--- config.mk ---
export PLATFORM = sky130hd
export DESIGN_NAME = cpu_flags_and_stack_regs
export DESIGN_NICKNAME = d
export VERILOG_FILES = /design/src/common/cpu_regs_pkg.sv /design/src/rtl/cpu_flags_and_stack_regs.sv
export VERILOG_INCLUDE_DIRS = /design/src /design/src/common
export SDC_FILE = /design/constraint.sdc
export NUM_CORES = 1
export LEC_CHECK = 0
export ABC_AREA = 1
export BUFFER_PORTS_ARGS = -buffer_cell sky130_fd_sc_hd__buf_2
export CORE_MARGIN = 2
export CORE_UTILIZATION = 59
export CTS_CLUSTER_DIAMETER = 120
export DETAILED_ROUTE_END_ITERATION = 16
export PLACE_DENSITY_LB_ADDON = 0.12
export SLEW_MARGIN = 5
export SYNTH_ARGS = -nofsm -noshare
export SYNTH_HDL_FRONTEND = slang
export SYNTH_SLANG_ARGS = --single-unit
export TNS_END_PERCENT = 5
--- constraint.sdc ---
create_clock -name clk -period 8.8 [get_ports clk]
set_input_delay 1.76 -clock clk [delete_from_list [all_inputs] [get_ports clk]]
set_output_delay 1.76 -clock clk [all_outputs]
set_load 0.005 [all_outputs]
--- src/common/cpu_regs_map.svh ---
/*
  constants for the core register set: flag positions, reset values, stack limits.
  assumes it is included by the package, ahead of the register module that uses its macros.
*/
// Summary of operation
// - flag register is 8 bits, bits 7..5 read one, reset 111x1xxx.
// - add and add-with-carry set half-carry on carry from bit 3 to bit 4.
// - mask bit set on interrupt entry or by software; cleared by software or return.
// - requests arriving while masked stay pending until the mask clears.
// - clearing the mask inside a handler lets pending requests in at once.
// - negative bit copies bit 7 of every arithmetic, logic or move result.
// - zero bit is set when that result is all zeros.
// - carry records overflow or borrow; set, reset, bit-test, shift and rotate write it.
// - whole flag register can be pushed and popped; single bits set and tested.
// - stack pointer addresses next free byte; decrement after push, increment before pop.
// - upper nine pointer bits fixed; reset or reset-pointer instruction loads 017f.
// - pointer wraps at both stack limits with no overflow indication.
// - pointer low byte is read and written by the ordinary load instruction.
// - interrupt entry writes program counter low byte first at the current pointer.
// - interrupt return pops context, incrementing the pointer for each byte.
// - a call uses two stack bytes, an interrupt uses five.
// - second index register is never saved or restored by interrupts.
// - program counter is 16 bits, low and high bytes, next instruction address.
// - six core registers are off the memory map; accumulator and indexes are 8 bits.
`ifndef CPU_REGS_MAP_SVH
`define CPU_REGS_MAP_SVH
`define FLAG_H_BIT 4
`define FLAG_I_BIT 3
`define FLAG_N_BIT 2
`define FLAG_Z_BIT 1
`define FLAG_C_BIT 0
`define FLAG_ONES 3'h7
`define FLAGS_RESET 8'he8
`define SP_FIXED_HIGH 9'h002
`define SP_RESET 16'h017f
`define SP_LOW_MASK 7'h7f
`define CALL_BYTES 3'h2
`define IRQ_BYTES 3'h5
`define PC_RESET 16'h0000
`endif

--- src/common/cpu_regs_pkg.sv ---
/*
  types for the core register set.
  assumes cpu_regs_map.svh is on the include path.
*/
`include "cpu_regs_map.svh"
package cpu_regs_pkg;
  // register-file operation selected by the sequencer each cycle
  typedef enum logic [3:0] {
    op_none = 4'h0,
    op_alu = 4'h1,
    op_flag_write = 4'h2,
    op_push = 4'h3,
    op_pop = 4'h4,
    op_call = 4'h5,
    op_ret = 4'h6,
    op_irq_entry = 4'h7,
    op_irq_return = 4'h8,
    op_reset_sp = 4'h9,
    op_load_sp_low = 4'ha
  } reg_op_t;
  // sequence states for multi-byte stack transfers
  typedef enum logic [2:0] {
    st_idle = 3'h0,
    st_push = 3'h1,
    st_pop = 3'h2
  } stack_state_t;
  // result of an operation handed in by the alu
  typedef struct packed {
    logic [7:0] value;
    logic upd_nz;
    logic upd_h;
    logic half_carry;
    logic upd_c;
    logic carry;
  } alu_result_t;
  // stack memory bus towards ram
  typedef struct packed {
    logic [15:0] addr;
    logic [7:0] wdata;
    logic write;
    logic read;
  } stack_bus_t;
endpackage

--- src/rtl/cpu_flags_and_stack_regs.sv ---
/*
  programmer-visible registers of the 8-bit core: accumulator, two index
  registers, program counter, flags and the 128-byte wrapping stack pointer,
  with the context save and restore sequences.
  assumes the sequencer issues one op per cycle only while busy is low, and
  that stack ram returns read data in the cycle its read strobe stands.
*/
`timescale 1ns/1ns
module cpu_flags_and_stack_regs
  import cpu_regs_pkg::*;
(
  // clock and reset
  input wire logic clk,
  input wire logic reset,
  // sequencer requests
  input wire reg_op_t op,
  input wire alu_result_t alu,
  input wire logic [7:0] op_data,
  input wire logic [15:0] op_addr,
  input wire logic [1:0] op_sel,
  input wire logic irq_request,
  // stack ram
  output stack_bus_t stack_bus,
  input wire logic [7:0] stack_rdata,
  // register view
  output logic busy,
  output logic irq_take,
  output logic [7:0] accumulator,
  output logic [7:0] index_x,
  output logic [7:0] index_y,
  output logic [15:0] program_counter,
  output logic [7:0] condition_flags,
  output logic [15:0] stack_pointer
);
  // op_sel for op_push/op_pop: 0 accumulator, 1 index_x, 2 index_y, 3 flags; op_alu with 3 writes no register
  logic [7:0] acc, next_acc, ix, next_ix, iy, next_iy, flags, next_flags;
  logic [15:0] pc, next_pc;
  logic [6:0] sp_low, next_sp_low;
  // sequence control: progress, length, kind and pending read
  stack_state_t state, next_state;
  logic [2:0] count, next_count;
  logic [2:0] total, next_total;
  logic is_irq, next_is_irq, rd_pend, next_rd_pend;
  logic [2:0] rd_idx, next_rd_idx;
  logic [15:0] target, next_target;
  stack_bus_t next_bus;
  logic [15:0] sp_full;

  assign sp_full = {`SP_FIXED_HIGH, sp_low};
  assign busy = (state != st_idle);
  // pending requests pass as soon as the mask drops and busy is low, no priority check
  assign irq_take = irq_request && !flags[`FLAG_I_BIT] && !busy;

  // byte pushed in sequence position n: pcl, pch, x, a, flags
  function automatic logic [7:0] push_byte(input logic [2:0] n, input logic irq);
    logic [7:0] b;
    b = 8'h00;
    case (n)
      3'h0: b = pc[7:0];
      3'h1: b = pc[15:8];
      3'h2: b = irq ? ix : 8'h00;
      3'h3: b = acc;
      3'h4: b = flags;
      default: b = 8'h00;
    endcase
    return b;
  endfunction

  // next values of all register state
  always_comb
  begin
    next_acc = acc;
    next_ix = ix;
    next_iy = iy;
    next_flags = flags;
    next_pc = pc;
    next_sp_low = sp_low;
    next_state = state;
    next_count = count;
    next_total = total;
    next_is_irq = is_irq;
    next_rd_pend = 1'b0;
    next_rd_idx = rd_idx;
    next_target = target;
    // bus strobes are single-cycle pulses
    next_bus = '0;
    // capture data returning from a pop read
    if (rd_pend)
    begin
      if (state == st_pop && is_irq)
      begin
        // interrupt return order: flags, a, x, pch, pcl
        case (rd_idx)
          3'h0: next_flags = {`FLAG_ONES, stack_rdata[4:0]};
          3'h1: next_acc = stack_rdata;
          3'h2: next_ix = stack_rdata;
          3'h3: next_pc[15:8] = stack_rdata;
          default: next_pc[7:0] = stack_rdata;
        endcase
      end
      // subroutine return: high byte comes back first
      else if (state == st_pop)
      begin
        if (rd_idx == 3'h0)
          next_pc[15:8] = stack_rdata;
        else
          next_pc[7:0] = stack_rdata;
      end
      else
      begin
        // single pop lands in the register chosen when it was issued
        case (rd_idx[1:0])
          2'h0: next_acc = stack_rdata;
          2'h1: next_ix = stack_rdata;
          2'h2: next_iy = stack_rdata;
          default: next_flags = {`FLAG_ONES, stack_rdata[4:0]};
        endcase
      end
      // last restored byte ends the return sequence
      if (state == st_pop && rd_idx == total - 3'h1)
      begin
        next_state = st_idle;
        if (is_irq)
          next_flags[`FLAG_I_BIT] = 1'b0;
      end
    end
    case (state)
      st_idle:
      begin
        // new ops are only looked at while no sequence runs
        case (op)
          // alu result into the selected register, flags as the alu asks
          op_alu:
          begin
            case (op_sel)
              2'h0: next_acc = alu.value;
              2'h1: next_ix = alu.value;
              2'h2: next_iy = alu.value;
              default: next_acc = acc;
            endcase
            if (alu.upd_nz)
            begin
              next_flags[`FLAG_N_BIT] = alu.value[7];
              next_flags[`FLAG_Z_BIT] = (alu.value == 8'h00);
            end
            if (alu.upd_h)
              next_flags[`FLAG_H_BIT] = alu.half_carry;
            if (alu.upd_c)
              next_flags[`FLAG_C_BIT] = alu.carry;
            next_pc = op_addr;
          end
          op_flag_write:
            next_flags = {`FLAG_ONES, op_data[4:0]};
          // store first, then step down to the next free byte
          op_push:
          begin
            case (op_sel)
              2'h0: next_bus.wdata = acc;
              2'h1: next_bus.wdata = ix;
              2'h2: next_bus.wdata = iy;
              default: next_bus.wdata = flags;
            endcase
            next_bus.addr = sp_full;
            next_bus.write = 1'b1;
            next_sp_low = sp_low - 7'h01;
          end
          // step up first, then read the byte now pointed at
          op_pop:
          begin
            next_sp_low = sp_low + 7'h01;
            next_bus.addr = {`SP_FIXED_HIGH, sp_low + 7'h01};
            next_bus.read = 1'b1;
            next_rd_pend = 1'b1;
            next_rd_idx = {1'b0, op_sel}; // the sequencer may move on before data lands
          end
          // context save runs over the next cycles, busy holds off new ops
          op_call, op_irq_entry:
          begin
            next_state = st_push;
            next_count = 3'h0;
            next_is_irq = (op == op_irq_entry);
            next_total = (op == op_irq_entry) ? `IRQ_BYTES : `CALL_BYTES;
            next_target = op_addr;
          end
          // restore runs over the next cycles
          op_ret, op_irq_return:
          begin
            next_state = st_pop;
            next_count = 3'h0;
            next_is_irq = (op == op_irq_return);
            next_total = (op == op_irq_return) ? `IRQ_BYTES : `CALL_BYTES;
          end
          op_reset_sp:
            next_sp_low = `SP_LOW_MASK;
          op_load_sp_low:
            next_sp_low = op_data[6:0];
          default:
            next_pc = pc;
        endcase
      end
      // one context byte per cycle, lower address each time
      st_push:
      begin
        next_bus.addr = sp_full;
        next_bus.wdata = push_byte(count, is_irq);
        next_bus.write = 1'b1;
        next_sp_low = sp_low - 7'h01;
        next_count = count + 3'h1;
        // pc moves to the target only once the last byte is out
        if (count == total - 3'h1)
        begin
          next_state = st_idle;
          next_pc = target;
          if (is_irq)
            next_flags[`FLAG_I_BIT] = 1'b1;
        end
      end
      // one read per cycle; its data is captured at the next edge
      st_pop:
      begin
        if (count != total)
        begin
          next_sp_low = sp_low + 7'h01;
          next_bus.addr = {`SP_FIXED_HIGH, sp_low + 7'h01};
          next_bus.read = 1'b1;
          next_rd_pend = 1'b1;
          next_rd_idx = count;
          next_count = count + 3'h1;
        end
      end
      default:
        next_state = st_idle;
    endcase
  end

  // register the data registers
  always_ff @(posedge clk or posedge reset)
  begin
    if (reset)
    begin
      acc <= 8'h00;
      ix <= 8'h00;
      iy <= 8'h00;
      flags <= `FLAGS_RESET;
      pc <= `PC_RESET;
    end
    else
    begin
      acc <= next_acc;
      ix <= next_ix;
      iy <= next_iy;
      flags <= next_flags;
      pc <= next_pc;
    end
  end

  // register the stack pointer low bits
  always_ff @(posedge clk or posedge reset)
  begin
    if (reset)
    begin
      sp_low <= `SP_LOW_MASK;
    end
    else
    begin
      sp_low <= next_sp_low;
    end
  end

  // register the sequence control and the stack bus
  always_ff @(posedge clk or posedge reset)
  begin
    if (reset)
    begin
      state <= st_idle;
      count <= 3'h0;
      total <= 3'h0;
      is_irq <= 1'b0;
      rd_pend <= 1'b0;
      rd_idx <= 3'h0;
      target <= 16'h0000;
      stack_bus <= '0;
    end
    else
    begin
      state <= next_state;
      count <= next_count;
      total <= next_total;
      is_irq <= next_is_irq;
      rd_pend <= next_rd_pend;
      rd_idx <= next_rd_idx;
      target <= next_target;
      stack_bus <= next_bus;
    end
  end

  // register view, off the memory map
  assign accumulator = acc;
  assign index_x = ix;
  assign index_y = iy;
  assign program_counter = pc;
  assign condition_flags = flags;
  assign stack_pointer = sp_full;
endmodule

==> run summary <==
POWER
----------------------------------------------------------------------------------------
Max rail drop VDD                                                            0.0001447 V
Ratio of total power to cell area                                           235.1 nW/µm²
Total power consumption of the routed design                                    1.722 mW
Static Leak                                                                     3.816 nW

GRT
----------------------------------------------------------------------------------------
Global routing usage on met2                                                      52.35%
Global router's overall resource usage                                            34.02%
GR Util met1                                                                      50.10%
Via count of the first global-routing pass                                          6007
Number of antenna violations at the first check in global routing                      0
Pin count of the biggest net entering global routing                                  60
Overflow left after global routing                                                     0
Most congested layer reported by global routing                                     met2
Wire length of the first global-routing pass                                    31240 µm
Global-route track usage on met3                                                  5.320%

DETAILED ROUTING
----------------------------------------------------------------------------------------
DRT antenna net count                                                                  0
Residual DRC count                                                                     0
First-pass DRT Iterations                                                              7
DR iter-0 viols                                                                      707
Number of vias per cell                                                            5.763
Detailed Route WL                                                               19580 µm
Count of vias placed by the detailed router                                         6691
Average wire length per cell after detail routing                               16.86 µm

STA
----------------------------------------------------------------------------------------
Worst rel slew slack                                                              29.68%
Unrepaired setup endpoints after global routing                                       no
Setup violators final                                                                  0
Clock skew                                                                    0.01795 ns
Count of final max-slew check failures                                                 0
Final Critical Period                                                           3.823 ns
Post-route setup slack                                                          4.977 ns
Hold violation count in the final report                                               0
Transition time at the pin with the least slew margin                           1.052 ns
Total negative slack                                                                0 ns
Peak Freq                                                                      261.5 MHz
Portion of the clock cycle consumed by the worst path in the final layout         43.45%

FINAL LAYOUT
----------------------------------------------------------------------------------------
Fill cell total of the finished layout                                              1013
Number of cells in the finished layout apart from fillers                           1161
Antenna Diode Count                                                                    0
Number of nets in the finished design                                               1082
Area added between synthesis and finish                                           12.88%
Layout cells sized above 1                                                        18.51%

YOSYS
----------------------------------------------------------------------------------------
Number of enable flip-flop cells after synthesis                                       0
Warnings from Yosys                                                                    0
Flops & latches, synth                                                               100
Synthesized area per cell                                                      7.163 µm²
Async SR Flop Fraction                                                            100.0%
Post-synth cell types                                                                 44
Dominant cell by count in the synthesized netlist                                nand2_1
Ranking of synthesized cells by area                                        dfrtp_1 34%, nand2_1 12%, o21ai_0 7.5%
Area leader, netlist                                                             dfrtp_1
Synthesized instance count                                                           906
Top flip-flop cell by instance count after synthesis                             dfrtp_1
Post-synthesis sequential area ratio                                              38.77%
Top cell type's share of synthesized area                                         34.32%
Post-Syn Area                                                                   6490 µm²
List of most frequent post-synthesis cells                                  205 x nand2_1, 111 x inv_1, 97 x o21ai_0

PLACE
----------------------------------------------------------------------------------------
Cell count after placement                                                          1145
Detailed placement HPWL                                                         14610 µm
I/O Buffers                                                                          127
Pre-CTS setup slack                                                             4.975 ns
GPL Wtd Cong                                                                      0.9455

CTS
----------------------------------------------------------------------------------------
Number of resized instances in the post-cts repair step                                0
Maximum clock insertion buffer count                                                   2
H-tree depth reported by CTS                                                           3
Number of clock sinks seen by CTS                                                    100
Number of buffers inserted for hold repair after clock tree synthesis                  0
Post-CTS Setup Repair Bufs                                                             0
CTS tree                                                                            done
CTS buffer count                                                                       9
Master cell of the clock root buffer                                            clkbuf_8
Clock-pin transition on the worst setup and hold timing paths                    0.09 ns
Worst skew pair latency                                                          0.38 ns

FLOORPLANNING
----------------------------------------------------------------------------------------
Effective utilization at floorplan                                                60.13%
Die X-Extent                                                                    108.9 µm
IO Pins                                                                              146
Area of the die                                                                11850 µm²
Placeable Area                                                                 10790 µm²
Chip height                                                                     108.9 µm
Row count                                                                             38

CRITICAL PATH
----------------------------------------------------------------------------------------
Classification of the worst setup path                                            in2out
Register-to-Register Setup Slack                                                 6.33 ns
Cells along the critical path                                               buf_2, nand2_1, nor2_1, buf_2
Kind of start point of the critical path                                      input port
Crit Path Max Fanout                                                                   1
Highest-delay cell along the critical path                                         buf_2
Worst r2r src                                                               total[0]$_DFFE_PP0P_
Req. time, crit path                                                             7.04 ns
Largest stage delay on the critical path                                         0.12 ns
Number of cells traversed by the worst register-to-register path                       7
Top cell by count, worst path                                                      buf_2
Crit end category                                                            output port
Endpoint arrival time on the critical path                                       2.06 ns
RR Endpoint                                                                 program_counter[15]$_DFFE_PP0P_

RUN STATUS
----------------------------------------------------------------------------------------
Outcome                                                                     finished clean

MIN PATH
----------------------------------------------------------------------------------------
Worst min-delay path endpoint                                               target[4]$_DFFE_PP0P_
Hold Crit Class                                                                  reg2reg
Startpoint of the worst hold path                                           target[4]$_DFFE_PP0P_
Min-Delay Path Depth                                                                   2

FLOW RUN
----------------------------------------------------------------------------------------
Count of maximum capacitance violations                                                0

[critical path, delay by kind of cell]
family	cells	cell delay, ns
buf+inv	2	0.21
simple gates	2	0.08
[layer usage]
metal	share of wire, %	up-vias
met5	0	-
met3	10	40
li1	-	3188
met4	2.1	0
met1	43	3074
met2	45	389
[cell usage in the layout, fill, tap and decap left out, types with 2 or more instances in the layout]
cell type,synthesis,final
a211oi_1,4,4
a21oi_1,91,91
a32oi_1,2,2
and2_0,2,2
buf_2,11,127
bufinv_16,0,2
clkbuf_8,0,10
clkinv_2,1,3
clkinv_4,0,2
conb_1,2,18
dfrtp_1,89,89
dfstp_2,11,11
ha_1,12,12
inv_1,111,110
inv_2,5,5
nand2_1,205,205
nand2_2,6,6
nand3_1,63,63
nand3_2,3,3
nand4_1,7,7
nor2_1,70,70
nor2_2,2,2
nor2_4,7,7
nor3_1,4,4
o211ai_1,10,10
o21ai_0,97,97
o21ai_1,4,4
o21ai_2,5,5
o21bai_1,2,2
o221ai_1,9,9
o22ai_1,16,16
xnor2_1,6,6
xor2_1,5,5
[kinds of logic after synthesis]
| logic type | share of synthesized area [%] |
|---|---|
| AND/OR/NAND/NOR | 25.41 |
| AO/OA/AOI/OAI | 20.96 |
| buffers and inverters | 10.95 |
| flip-flops | 38.77 |
| adder cells (fa/ha/maj) | 2.313 |
| XOR/XNOR | 1.484 |
| other | 0.1157 |
[report_power, final]
| group | switching [mW] | internal, mW | leakage, nW |
|---|---|---|---|
| clock | 0.170 | 0.168 | 0.116 |
| sequential | 0.163 | 0.594 | 1.24 |
| combinational | 0.377 | 0.250 | 2.46 |
[sequential cells by signal (all words and copies together) (netlist names)]
signal / flops
target: 16
accumulator: 8
rd_pend: 1
index_y: 8
index_x: 8
sp_low: 7
rd_idx: 3
stack_bus: 17
program_counter: 16
count: 3
condition_flags: 8
total: 2
state: 3
[area by class of cell]
| type | instances | area, µm² | area share [%] |
|---|---|---|---|
| clock buffers | 10 | 137.6 | 1.879 |
| repair buffers | 128 | 643.1 | 8.779 |
| clock inverters | 6 | 87.58 | 1.196 |
| well taps | 140 | 175.2 | 2.391 |
| flip-flops and latches | 100 | 2516 | 34.35 |
| multi-input cells | 660 | 3323 | 45.36 |
| inverters | 117 | 442.9 | 6.046 |
[how the worst max path moves through the flow]
stage | startpoint | endpoint | depth (start not counted) | slack, ns
finish | irq_request | irq_take | 4 | 4.98
CTS | irq_request | irq_take | 4 | 4.98
global route | irq_request | irq_take | 4 | 4.93
global placement | irq_request | irq_take | 4 | 4.98
floorplan | reset | accumulator[0]$_DFFE_PP0P_ | 1 | 4.44
detailed placement | irq_request | irq_take | 4 | 4.98
[per-stage QoR]
stage	utilization, %	hold WS, ns	area (µm²)
floorplan	-	0.4533	6550
finish	67.88	0.4950	7326
global route	67.88	0.5265	7326
CTS	67.88	0.4960	7326
detailed placement	65.79	0.4735	7101
global placement	65.79	0.4660	7101
Note: power is estimated with default switching activity, not from simulation.
